[config.mk]
export PLATFORM = sky130hd
export DESIGN_NAME = aer_mask_control_header_log
export DESIGN_NICKNAME = d
export VERILOG_FILES = /design/src/inc/aer_pkg.sv /design/src/aer_mask_control_header_log.sv
export SDC_FILE = /design/constraint.sdc
export NUM_CORES = 1
export LEC_CHECK = 0
export BUFFER_PORTS_ARGS = -buffer_cell sky130_fd_sc_hd__buf_4
export CAP_MARGIN = 30
export CELL_PAD_IN_SITES_DETAIL_PLACEMENT = 0
export CELL_PAD_IN_SITES_GLOBAL_PLACEMENT = 1
export CORE_MARGIN = 2
export CORE_UTILIZATION = 44
export DETAILED_ROUTE_END_ITERATION = 8
export GPL_ROUTABILITY_DRIVEN = 1
export PLACE_DENSITY_LB_ADDON = 0.05
export SKIP_LAST_GASP = 1
export SYNTH_ARGS = -nofsm -noshare
export SYNTH_HDL_FRONTEND = slang
export SYNTH_SLANG_ARGS = --single-unit
[constraint.sdc]
create_clock -name core_clk -period 6 [get_ports core_clk]
set_input_delay 0.6 -clock core_clk [delete_from_list [all_inputs] [get_ports core_clk]]
set_output_delay 0.6 -clock core_clk [all_outputs]
set_load 0.01 [all_outputs]
[src/inc/aer_pkg.sv]
// Purpose: shared constants and carriers for the error mask, control and header log bank
// Assumes: configuration accesses arrive one word at a time on the port core clock
// Notes:   offsets are byte addresses inside extended configuration space

`default_nettype none

package aer_pkg;

  // ****************************************
  // widths and offsets
  // ****************************************
  localparam int          ADDR_W         = 12;
  localparam int          DATA_W         = 32;
  localparam int          HDR_WORDS      = 4;
  localparam int          FIRST_ERR_W    = 5;
  localparam logic [11:0] OFF_COR_STATUS = 12'h110;
  localparam logic [11:0] OFF_COR_MASK   = 12'h114;
  localparam logic [11:0] OFF_ERR_CTRL   = 12'h118;
  localparam logic [11:0] OFF_HDR_LOG0   = 12'h11C;
  localparam logic [11:0] HDR_STRIDE     = 12'h004;

  // ****************************************
  // reset values and implemented bits
  // ****************************************
  localparam logic [31:0] RST_COR_MASK   = 32'h0000_2000;
  localparam logic [31:0] RST_COR_STATUS = 32'h0000_0000;
  localparam logic [31:0] RST_ERR_CTRL   = 32'h0000_00A0;
  localparam logic [31:0] RST_HDR_LOG    = 32'h0000_0000;
  localparam logic [31:0] COR_IMPL       = 32'h0000_31C1;

  // ****************************************
  // field positions
  // ****************************************
  localparam int ADV_NF_BIT       = 13;
  localparam int RETRY_TIMER_BIT  = 12;
  localparam int RETRY_ROLL_BIT   = 8;
  localparam int LINK_PKT_BIT     = 7;
  localparam int TRANS_PKT_BIT    = 6;
  localparam int RX_ERR_BIT       = 0;
  localparam int CHECK_EN_BIT     = 8;
  localparam int CHECK_SUP_BIT    = 7;
  localparam int GEN_EN_BIT       = 6;
  localparam int GEN_SUP_BIT      = 5;

  // ****************************************
  // carriers
  // ****************************************
  typedef struct packed {
    logic              rd;
    logic              wr;
    logic [ADDR_W-1:0] addr;
    logic [DATA_W-1:0] wdata;
    logic [3:0]        be;
  } aer_cfg_req_s;

  typedef struct packed {
    logic              ack;
    logic [DATA_W-1:0] rdata;
  } aer_cfg_rsp_s;

  typedef struct packed {
    logic                      valid;
    logic [FIRST_ERR_W-1:0]    bit_pos;
    logic [HDR_WORDS-1:0][31:0] hdr;
  } aer_unc_evt_s;

endpackage : aer_pkg

`default_nettype wire

[src/aer_mask_control_header_log.sv]
// Purpose: correctable error mask, error capability/control and header log registers
// Assumes: all inputs come from logic on core_clk; uncorrectable status lives outside
// Notes:   correctable status at 110h is kept here since the masks gate its messages
//
// Behaviour
// - masked correctable error still sets status, is not logged, sends no message
// - mask register resets to 0000 2000h with advisory nonfatal mask set
// - bit 12 masks retry timer expiry, bit 8 masks retry count rollover
// - bits 7, 6 and 0 mask link packet, transaction packet and receiver errors
// - reserved mask bits read zero and ignore writes
// - control bit 8 is read/write end crc check enable
// - control bit 7 is read-only one, check supported
// - control bit 6 is read/write end crc generate enable
// - control bit 5 is read-only one, generate supported
// - control bits 4:0 hold status position of first uncorrectable error
// - control register resets to 0000 00A0h, bits 31:9 read zero
// - error capture loads header log with the offending packet header
// - header words sit at 11Ch, 120h, 124h and 128h
// - header log is read-only and resets to zero
// - correctable status bits clear only on a written one

`timescale 1ns/1ps
`default_nettype none

module aer_mask_control_header_log (
  input  wire logic                 core_clk,
  input  wire logic                 resetn,
  input  wire aer_pkg::aer_cfg_req_s cfg_req,
  output var  aer_pkg::aer_cfg_rsp_s cfg_rsp,
  input  wire logic [31:0]          cor_evt,
  input  wire aer_pkg::aer_unc_evt_s unc_evt,
  input  wire logic [31:0]          unc_status,
  output logic                      cor_msg,
  output logic                      end_crc_check_enable,
  output logic                      end_crc_generate_enable
);

  // ****************************************
  // state
  // ****************************************
  typedef struct packed {
    logic [31:0]                           cor_mask;
    logic [31:0]                           cor_status;
    logic                                  check_en;
    logic                                  gen_en;
    logic [aer_pkg::FIRST_ERR_W-1:0]       first_err;
    logic                                  log_held;
    logic [aer_pkg::HDR_WORDS-1:0][31:0]   hdr_log;
    logic                                  msg;
    aer_pkg::aer_cfg_rsp_s                 rsp;
  } aer_state_s;

  aer_state_s                     st;
  aer_state_s                     next_st;
  logic [11:0]                    word_addr;
  logic [31:0]                    lane_mask;
  logic [31:0]                    evt;
  logic [31:0]                    clr;
  logic [aer_pkg::HDR_WORDS-1:0]  hdr_hit;
  logic                           release_log;
  logic                           capture;
  logic                           unmasked_hit;
  logic [31:0]                    cor_mask_q;

  // ****************************************
  // address decode
  // ****************************************
  // low address bits are ignored so that any byte address lands on its word
  assign word_addr = {cfg_req.addr[11:2], 2'b00};
  assign lane_mask = {{8{cfg_req.be[3]}}, {8{cfg_req.be[2]}},
                      {8{cfg_req.be[1]}}, {8{cfg_req.be[0]}}};

  // one hit line per header word, consecutive words one stride apart
  genvar g;
  generate
    for (g = 0; g < aer_pkg::HDR_WORDS; g++) begin : g_hdr_hit
      assign hdr_hit[g] = (word_addr == 12'(aer_pkg::OFF_HDR_LOG0
                                            + 12'(g) * aer_pkg::HDR_STRIDE));
    end
  endgenerate

  // ****************************************
  // event qualification
  // ****************************************
  // only implemented status positions can ever be set
  assign evt = cor_evt & aer_pkg::COR_IMPL;
  // any implemented event whose mask bit is clear asks for a message
  assign unmasked_hit = |(evt & ~st.cor_mask);
  // a write of one clears; a write of zero leaves the bit alone
  assign clr = (cfg_req.wr && word_addr == aer_pkg::OFF_COR_STATUS)
               ? (cfg_req.wdata & lane_mask) : 32'h0000_0000;
  // log frees up once software clears the status bit the pointer names
  assign release_log = st.log_held && !unc_status[st.first_err];
  // a capture in the release cycle is taken so that event is not lost
  assign capture = unc_evt.valid && (!st.log_held || release_log);

  // ****************************************
  // next state
  // ****************************************
  always_comb begin
    next_st         = st;
    next_st.rsp.ack = 1'b0;

    // set wins over clear so an event in the clearing cycle survives
    next_st.cor_status = (st.cor_status & ~clr) | evt;

    // masked events only touch status; an unmasked one raises a message
    next_st.msg = unmasked_hit;

    // mask writes reach implemented bits only, so reserved bits stay zero
    if (cfg_req.wr && word_addr == aer_pkg::OFF_COR_MASK) begin
      next_st.cor_mask = (st.cor_mask & ~(lane_mask & aer_pkg::COR_IMPL))
                         | (cfg_req.wdata & lane_mask & aer_pkg::COR_IMPL);
    end

    // control register: two enables writable, the rest fixed or hardware
    if (cfg_req.wr && word_addr == aer_pkg::OFF_ERR_CTRL) begin
      if (cfg_req.be[1]) begin
        next_st.check_en = cfg_req.wdata[aer_pkg::CHECK_EN_BIT];
      end
      if (cfg_req.be[0]) begin
        next_st.gen_en = cfg_req.wdata[aer_pkg::GEN_EN_BIT];
      end
    end

    // header log and first error pointer: writes never reach them
    if (release_log) begin
      next_st.log_held = 1'b0;
    end
    if (capture) begin
      next_st.log_held  = 1'b1;
      next_st.first_err = unc_evt.bit_pos;
      next_st.hdr_log   = unc_evt.hdr;
    end

    // read path; unmapped words inside the window answer zero
    if (cfg_req.rd || cfg_req.wr) begin
      next_st.rsp.ack = 1'b1;
    end
    if (cfg_req.rd) begin
      next_st.rsp.rdata = 32'h0000_0000;
      unique case (word_addr)
        aer_pkg::OFF_COR_STATUS: next_st.rsp.rdata = st.cor_status;
        aer_pkg::OFF_COR_MASK:   next_st.rsp.rdata = st.cor_mask;
        aer_pkg::OFF_ERR_CTRL: begin
          // upper bits fall through as zero
          next_st.rsp.rdata[aer_pkg::CHECK_EN_BIT]  = st.check_en;
          next_st.rsp.rdata[aer_pkg::CHECK_SUP_BIT] = 1'b1;
          next_st.rsp.rdata[aer_pkg::GEN_EN_BIT]    = st.gen_en;
          next_st.rsp.rdata[aer_pkg::GEN_SUP_BIT]   = 1'b1;
          next_st.rsp.rdata[aer_pkg::FIRST_ERR_W-1:0] = st.first_err;
        end
        default: begin
          for (int i = 0; i < aer_pkg::HDR_WORDS; i++) begin
            if (hdr_hit[i]) begin
              next_st.rsp.rdata = st.hdr_log[i];
            end
          end
        end
      endcase
    end
  end

  // ****************************************
  // registers
  // ****************************************
  // reset values chosen so the control word reads back its fixed pattern
  always_ff @(posedge core_clk or negedge resetn) begin
    if (!resetn) begin
      st.cor_mask   <= aer_pkg::RST_COR_MASK;
      st.cor_status <= aer_pkg::RST_COR_STATUS;
      st.check_en   <= aer_pkg::RST_ERR_CTRL[aer_pkg::CHECK_EN_BIT];
      st.gen_en     <= aer_pkg::RST_ERR_CTRL[aer_pkg::GEN_EN_BIT];
      st.first_err  <= aer_pkg::RST_ERR_CTRL[aer_pkg::FIRST_ERR_W-1:0];
      st.log_held   <= 1'b0;
      st.hdr_log    <= {aer_pkg::HDR_WORDS{aer_pkg::RST_HDR_LOG}};
      st.msg        <= 1'b0;
      st.rsp        <= '0;
    end else begin
      st <= next_st;
    end
  end

  // outputs straight from flops
  assign cfg_rsp                 = st.rsp;
  assign cor_msg                 = st.msg;
  assign end_crc_check_enable    = st.check_en;
  assign end_crc_generate_enable = st.gen_en;

  // helper copy of the mask for the quiet check
  assign cor_mask_q = st.cor_mask;
endmodule : aer_mask_control_header_log

`default_nettype wire

==> results.sh, run 1 <==
export IMPL_setup_tns_ps=0
export IMPL_ys_seq_area_share_pct=55.5
export IMPL_report_final_hold_viol_count=0
export IMPL_core_area_um2=21000
export IMPL_ctsRootBufferMaster="clkbuf_16"
export IMPL_synth_largest_area_cell="dfrtp_1"
export IMPL_clk_latency_ps=500
export IMPL_rsz0062_at_grt="no"
export IMPL_grt_pass1_vias=6735
export IMPL_clockBufferDepth=3
export IMPL_postCtsSetupBuffers=0
export IMPL_rows=53
export IMPL_place_gp_congestion=0.825
export IMPL_max_freq_mhz=293
export IMPL_regToRegSetupSlack_ps=2590
export IMPL_cts_buffers=23
export IMPL_ys_warn_count=0
export IMPL_clock_skew_ps=13.9
export IMPL_crit_type="reg -> reg"
export IMPL_synth_cell_types=40
export IMPL_cellLeakagePower_uw=0.00559
export IMPL_p_total_uw=5100
export IMPL_status="completed"
export IMPL_synthTopCellsByCount="207 x dfrtp_1, 72 x mux2_2, 69 x mux2_4, 40 x nor2_1"
export IMPL_critPathRequiredTime_ps=6370
export IMPL_ctsResizeCount=0
export IMPL_grt_ovfl_total=0
export IMPL_drive_above_1_share_pct=49.6
export IMPL_maxCapViolations=0
export IMPL_synth_area_um2=9390
export IMPL_worstMarginPinSlew_ps=928
export IMPL_io_buffer_count=257
export IMPL_min_period_over_period_pct=56.9
export IMPL_cts_tree="built"
export IMPL_synth_async_sr_flop_share_pct=100
export IMPL_antenna_found_initial=0
export IMPL_critPathArrivalTime_ps=3790
export IMPL_powerDensity_nw_per_um2=424
export IMPL_dp_hpwl_um=16400
export IMPL_hold_buffers=0
export IMPL_finalMaxSlewViolations=0
export IMPL_grt_max_degree=103
export IMPL_antenna_cells=0
export IMPL_cts_sinks=208
export IMPL_track_usage_pct=21.3
export IMPL_vias=6407
export IMPL_die_y_um=150
export IMPL_maxSlewHeadroom_pct=37.3
export IMPL_drt_initial_drc_count=329
export IMPL_wl_per_cell_um=20.2
export IMPL_synth_main_ff_cell="dfrtp_1"
export IMPL_holdCritPathClass="in -> async"
export IMPL_layout_min_cycle_time_ps=3410
export IMPL_cts_htree_levels=1
export IMPL_yosysMostFrequentCell="dfrtp_1"
export IMPL_synth_area_per_cell_um2=13.5
export IMPL_start_util_pct=44.8
export IMPL_clk_pin_slew_ps=60
export IMPL_grt_first_pass_wirelength_um=37200
export IMPL_drc=0
export IMPL_setup_viol=0
export IMPL_dieArea_um2=22500
export IMPL_synth_edf_count=0
export IMPL_ys_ff_latch=208
export IMPL_start_kind="flip-flop"
export IMPL_syn2layout_area_growth_pct=28.2
export IMPL_detailed_place_area_um2=11300
export IMPL_critical_path_max_fanout=36
export IMPL_endpoint_kind="flip-flop"
export IMPL_drtAntennaViolNets=0
export IMPL_wirelength_um=24200
export IMPL_syn_nets=946
export IMPL_fillers=1782
export IMPL_io_pins=286
export IMPL_syn_inst=696
export IMPL_fp_dieW_um=150
export IMPL_yosysTopAreaCellShare_pct=55.2
export IMPL_drtPass1Iterations=5
export IMPL_final_nets=1157
export IMPL_vias_per_cell=5.35
export IMPL_synth_area_top_cells="dfrtp_1 55%, mux2_4 11%, mux2_2 8.6%"
export IMPL_finalInstanceArea_um2=12000
export IMPL_ir_drop_v=0.000270
## where the power goes
group	switching (uW)	leakage (uW)	internal (uW)
Sequential	307	0.00251	1900
Clock	555	0.000360	785
Combinational	543	0.00272	1010
## state kept, by name, indices dropped and copies added (netlist names), named ones only
signal                   count
end_crc_check_enable         1
end_crc_generate_enable      1
st                         166
cor_msg                      1
cfg_rsp                     33
## placed cells by master, fill, tap and decap left out, types with 2 or more instances in the layout
master and count:
buf_4 261, dfrtp_1 207, mux2_2 72, mux2_4 69, nor2_1 38, nand2_1 34, a31oi_1 33, a21boi_0 26
a221oi_1 26, clkbuf_16 23, a22o_1 21, a222oi_1 16, inv_1 9, clkinv_2 8, nand3_1 7, nor2b_1 6
and3_1 6, a21o_1 6, mux4_2 6, mux2i_1 5, a22oi_1 5, clkbuf_1 4, clkbuf_8 4, and3_2 3
buf_16 3, o22ai_1 2, nor2_4 2, a21oi_1 2
## cells by family (layout without fill, tap and decap cells)
logic type	after synthesis	after routing	synth area share (%)
multiplexers	152	152	21.6
AND/OR/NAND/NOR	102	102	4.76
flip-flops	208	208	55.5
buffers and inverters	88	315	5.63
AO/OA/AOI/OAI	146	146	12.5
## final timing paths
path                        startpoint          end  depth (start not counted)
max                            st[164]      st[140]                          7
min                             resetn  cfg_rsp[12]                          1
max reg2reg                    st[164]      st[140]                          7
min reg2reg                    st[176]      st[176]                          1
max in group asynchronous       resetn       st[58]                          2
min in group core_clk      cfg_req[29]      st[195]                          2
## metrics by stage
stage / cells / worst slack, ps / hold WS [ps] / util (%)
finish: 1198 / 2590 / 183 / 57.4
global route: 1198 / 2320 / 251 / 57.4
CTS: 1197 / 2540 / 216 / 57.3
detailed placement: 1156 / 2570 / 466 / 53.8
global placement: 1154 / 2540 / 463 / 53.6
floorplan: 696 / 3490 / 304 / -
## metal layers
layer	global-route usage, %	share of wire [%]	vias to the layer above
met2	36.1	49	199
met3	5.15	6.9	28
li1	-	-	2964
met4	4.81	1.9	0
met5	0	0	-
met1	27.8	42	3216
## worst max-delay path, cell delays in order, from the launching register on
cell,delay [ps]
dfrtp_1,720
mux4_2,320
mux2_2,150
o21ai_1,120
o41ai_4,390
buf_4,550
buf_4,580
mux2_2,410
## final cells by class
class | count | area [um2] | share of cell area [%]
multi-input combinational | 400 | 3670 | 30.5
tap | 275 | 344 | 2.86
timing repair buffer | 265 | 2060 | 17.1
inverter | 9 | 33.8 | 0.281
sequential | 208 | 5210 | 43.3
clock inverter | 11 | 86.3 | 0.718
clock buffer | 30 | 632 | 5.25
Power figures use the tool's default switching activity.
==> run 2, diff against run 1 <==
Settings changed: CORE_UTILIZATION 44 to 41.
Clock period 6 ns to 3.5 ns, I/O delays scaled along.
==> run 2 against run 1 <==
  * Critical path type unchanged
  * Combinational power grew 70%
  * Fmax increased by 17%
  * Clock power up 76%
  * Die area rose by 7.1%
  * Via count up 1.3%
  * Global-route usage down 1.1 points
  * Worst hold slack lost 160 ps
==> results.sh, run 2 (synthesized netlist as in run 1, its figures left out) <==
export IMPL_status="completed"
export IMPL_whs_ps=21.3
export IMPL_clk_pin_slew_ps=60
export IMPL_final_nets=1164
export IMPL_setup_tns_ps=0
export IMPL_cellLeakagePower_uw=0.00565
export IMPL_place_gp_congestion=0.806
export IMPL_largest_register="st"
export IMPL_grt_pass1_vias=6926
export IMPL_drtPass1Iterations=5
export IMPL_fin_util_pct=53.7
export IMPL_rsz0062_at_grt="no"
export IMPL_grt_first_pass_wirelength_um=38300
export IMPL_rows=55
export IMPL_clockBufferDepth=3
export IMPL_ctsResizeCount=0
export IMPL_fillers=2002
export IMPL_grt_ovfl_total=0
export IMPL_syn2layout_area_growth_pct=29.2
export IMPL_drt_initial_drc_count=332
export IMPL_min_period_over_period_pct=83.4
export IMPL_drc=0
export IMPL_vias_per_cell=5.34
export IMPL_layout_min_cycle_time_ps=2920
export IMPL_p_total_uw=8800
export IMPL_largest_register_ffs=166
export IMPL_grt_max_degree=114
export IMPL_cts_buffers=23
export IMPL_gr_usage_met1_pct=26.1
export IMPL_critPathArrivalTime_ps=3300
export IMPL_critPathRequiredTime_ps=3880
export IMPL_start_kind="flip-flop"
export IMPL_antenna_cells=0
export IMPL_fp_dieW_um=155
export IMPL_wl_per_cell_um=20.2
export IMPL_setup_viol=0
export IMPL_cts_tree="built"
export IMPL_drive_above_1_share_pct=49.8
export IMPL_maxCapViolations=0
export IMPL_clk_latency_ps=500
export IMPL_clock_skew_ps=8.00
export IMPL_finalMaxSlewViolations=0
export IMPL_holdCritPathClass="in -> reg"
export IMPL_mostFrequentLayoutCells="266 x buf_4, 207 x dfrtp_1, 72 x mux2_2"
export IMPL_start_util_pct=41.6
export IMPL_maxSlewHeadroom_pct=39.5
export IMPL_multi_input_area_um2=3670
export IMPL_track_usage_pct=20.2
export IMPL_busiest_layer="met2"
export IMPL_final_common_cell="buf_4"
export IMPL_cts_htree_levels=1
export IMPL_antenna_found_initial=0
export IMPL_cts_sinks=208
export IMPL_endpoint_kind="flip-flop"
export IMPL_io_pins=286
export IMPL_ctsRootBufferMaster="clkbuf_16"
export IMPL_worstMarginPinSlew_ps=907
export IMPL_max_freq_mhz=343
export IMPL_detailed_place_area_um2=11300
export IMPL_io_buffer_count=257
export IMPL_regArea_um2=5210
export IMPL_postCtsSetupBuffers=0
export IMPL_drtAntennaViolNets=0
export IMPL_dp_hpwl_um=17000
export IMPL_wirelength_um=24600
export IMPL_dieArea_um2=24100
export IMPL_core_area_um2=22600
export IMPL_hold_buffers=0
export IMPL_crit_type="reg -> reg"
export IMPL_die_y_um=155
export IMPL_finalInstanceArea_um2=12100
export IMPL_critical_path_max_fanout=74
export IMPL_report_final_hold_viol_count=0
export IMPL_powerDensity_nw_per_um2=726
export IMPL_grt_use_met3_pct=4.87
export IMPL_use_met2_pct=34.4
export IMPL_ir_drop_v=0.000499
export IMPL_vias=6490
run 2: cell types whose count changed in the layout (fill, tap and decap cells not counted), moves of 2 or more:
cell      previous run  this run
buf_4              261       266
clkbuf_8             4         7
buf_12               0         3
clkinv_2             8         5
buf_16               3         1
run 2: worst paths after layout:
check	start	to	slack, ps	depth (start not counted)
setup / recovery	st[164]	st[118]	580	6
min in group asynchronous	resetn	st[78]	380	2
max in group asynchronous	resetn	st[164]	2130	4
hold / removal	cfg_req[24]	st[190]	20	2
setup reg to reg	st[164]	st[118]	580	6
hold reg to reg	st[176]	st[176]	480	1
run 2: area by class of cell:
type                       instances  area share [%]
clock inverter                     8           0.588
timing repair buffer             272            17.4
tap                              285            2.94
clock buffer                      34            5.58
multi-input combinational        400            30.3
sequential                       208            42.9
inverter                           9           0.279
run 2: per-stage QoR:
stage	setup slack (ps)	cells
6_report	580	1216
5_1_grt	423	1216
4_1_cts	568	1214
3_5_place_dp	574	1172
3_3_place_gp	633	1172
2_1_floorplan	1060	696
run 2: worst max-delay path, cell delays in order (launching register included):
cell and delay, ps:
dfrtp_1 690, mux4_2 580, nor2b_1 150, a2111oi_2 520
o41ai_4 150, buf_12 270, mux2_4 360
run 2: report_power, final:
part	total [uW]	switching, uW	internal (uW)
combinational	2650	918	1730
sequential	3780	532	3250
clock	2360	952	1410
run 2: metal layers:
layer / vias to the layer above / share of wire [%] / wire length [um]
li1: 2984 / - / -
met1: 3271 / 42 / 10300
met2: 198 / 49 / 12000
met3: 37 / 7.1 / 1750
met4: 0 / 2.2 / 552
met5: - / 0 / 0
==> run 3, diff against run 2 <==
Settings changed: CORE_UTILIZATION 41 to 37.
Clock period 3.5 ns to 2.5 ns, I/O delays scaled along.
==> run 3 against run 2 <==
  * The run now ends with setup timing left
  * Sequential power is 39% higher
  * Setup slack got worse by 590 ps
  * Critical path depth is 2 higher
  * Sequential share of layout area shrank 7.0 points
  * Clock skew is 1.7 ps lower
  * Design area grew 20%
  * Critical path type unchanged
  * Critical endpoint is now st[114]
==> results.sh, run 3 (synthesized netlist as in run 1, its figures left out) <==
export IMPL_status="complete, but fails checks"
export IMPL_violations="setup timing"
export IMPL_ctsRootBufferMaster="clkbuf_16"
export IMPL_max_freq_mhz=398
export IMPL_crit_end="st[114]"
export IMPL_clock_skew_ps=6.30
export IMPL_cts_sinks=208
export IMPL_worstMarginPinSlew_ps=766
export IMPL_wl_per_cell_um=19.3
export IMPL_crit_path_max_incr_delay_ps=560
export IMPL_largest_register_ffs=166
export IMPL_holdCritPathClass="in -> reg"
export IMPL_powerDensity_nw_per_um2=956
export IMPL_cp_top_family="multiplexers"
export IMPL_vias=7316
export IMPL_wirelength_um=28200
export IMPL_grt_ovfl_total=0
export IMPL_r2r_start="st[164]"
export IMPL_crit_type="reg -> reg"
export IMPL_layout_min_cycle_time_ps=2510
export IMPL_vias_per_cell=5.01
export IMPL_cellLeakagePower_uw=0.00664
export IMPL_largest_register="st"
export IMPL_whs_ps=40.1
export IMPL_start_kind="flip-flop"
export IMPL_grt_pass1_vias=7849
export IMPL_drtAntennaViolNets=0
export IMPL_maxCapViolations=0
export IMPL_worst_slack_ps=-11.6
export IMPL_cts_htree_levels=1
export IMPL_maxSlewHeadroom_pct=48.9
export IMPL_die_y_um=163
export IMPL_setup_viol=5
export IMPL_critical_path_max_fanout=8
export IMPL_clk_latency_ps=510
export IMPL_core_area_um2=25000
export IMPL_slowest_stage="mux4_2"
export IMPL_report_final_hold_viol_count=0
export IMPL_grt_max_degree=71
export IMPL_rsz0062_at_grt="yes"
export IMPL_drt_initial_drc_count=383
export IMPL_critPathRequiredTime_ps=2890
export IMPL_crit_cells=8
export IMPL_drc=0
export IMPL_antenna_found_initial=0
export IMPL_worst_r2r_cell_count=8
export IMPL_track_usage_pct=20.4
export IMPL_fin_util_pct=57.9
export IMPL_drive_above_1_share_pct=44.0
export IMPL_endpoint_kind="flip-flop"
export IMPL_dp_hpwl_um=18000
export IMPL_min_period_over_period_pct=100
export IMPL_final_common_cell="buf_4"
export IMPL_setup_tns_ps=-28.7
export IMPL_clockBufferDepth=3
export IMPL_reg2reg_to="st[114]"
export IMPL_clk_pin_slew_ps=50
export IMPL_cp_num_buf_inv=4
export IMPL_fp_dieW_um=163
export IMPL_rows=58
export IMPL_final_nets=1364
export IMPL_io_pins=286
export IMPL_cts_buffers=24
export IMPL_fillers=2088
export IMPL_startpoint="st[164]"
export IMPL_mostFrequentLayoutCells="269 x buf_4, 205 x dfrtp_1, 173 x dlygate4sd3_1"
export IMPL_antenna_cells=0
export IMPL_grt_first_pass_wirelength_um=42200
export IMPL_critPathArrivalTime_ps=2900
export IMPL_drtPass1Iterations=7
export IMPL_crit_path_cell_trace="mux4_2 -> a2111oi_4 -> buf_4 -> o41ai_4 -> buf_6 -> buf_12 -> clkbuf_16 -> mux2_4"
export IMPL_dieArea_um2=26700
export IMPL_ir_drop_v=0.000662
export IMPL_cts_tree="built"
export IMPL_syn2layout_area_growth_pct=54.4
export IMPL_finalMaxSlewViolations=0
export IMPL_regToRegSetupSlack_ps=-10
export IMPL_io_buffer_count=257
export IMPL_place_gp_congestion=0.805
export IMPL_dp_cells=1234
export IMPL_fin_cells=1460
export IMPL_start_util_pct=37.5
==> run 3: cell count changes in the layout (fill, tap and decap cells not counted), moves of 2 or more <==
cell           delta
buf_12           +11
buf_4             +3
buf_6             +4
buf_8             +3
clkbuf_16         +7
clkbuf_8          +4
clkinv_2          -3
dfrtp_1           -2
dfrtp_2           +2
dlygate4sd3_1   +172
==> run 3: metrics by stage <==
| step | setup WS (ps) | area (um2) | power (uW) |
|---|---|---|---|
| floorplan | 64.7 | 9390 | 8250 |
| global placement | -21.2 | 11700 | 9300 |
| detailed placement | -49.9 | 11700 | 9470 |
| CTS | 13.2 | 14200 | 13400 |
| global route | -89.1 | 14500 | 14600 |
| finish | -11.6 | 14500 | 13900 |
==> run 3: worst min path at each step <==
stage,depth (start not counted),start,endpoint
global placement,1,resetn,st[78]
global route,2,cfg_req[48],cfg_rsp[32]
detailed placement,1,resetn,st[79]
CTS,2,cfg_req[48],cfg_rsp[32]
finish,2,cfg_req[48],cfg_rsp[32]
floorplan,0,resetn,async pin
==> run 3: worst reg2reg max path: stages (launching register included) <==
cell and delay, ps:
dfrtp_2 420, mux4_2 560, a2111oi_4 370, buf_4 180, o41ai_4 80, buf_6 150, buf_12 150, clkbuf_16 180
mux2_4 300
==> run 3: timing repair <==
action	4_1_cts	5_1_grt
buffers inserted	0	1
setup endpoints to repair	123	132
pin swaps	1	2
gates resized for setup	7	16
cloned	0	10
hold buffers	173	0
hold endpoints to repair	239	0
==> run 3: layout make-up <==
class,count,area [um2],share of cell area (%)
tap,330,413,2.85
clock inverter,3,40.0,0.276
timing repair buffer,471,4320,29.8
multi-input combinational,400,3700,25.5
clock buffer,39,778,5.37
inverter,9,33.8,0.233
sequential,208,5210,35.9
==> run 3: where the power goes <==
group	leakage, uW	switching, uW	internal [uW]
Clock	0.000407	1360	2210
Combinational	0.00373	1700	3320
Sequential	0.00251	700	4560
==> run 3: metal layers <==
metal	global-route usage, %	vias up	part of all wire, %
met5	0	-	0
met4	5.23	0	2.3
met3	3.73	34	5.8
met2	35.1	216	50
met1	26.4	3674	42
li1	-	3392	-
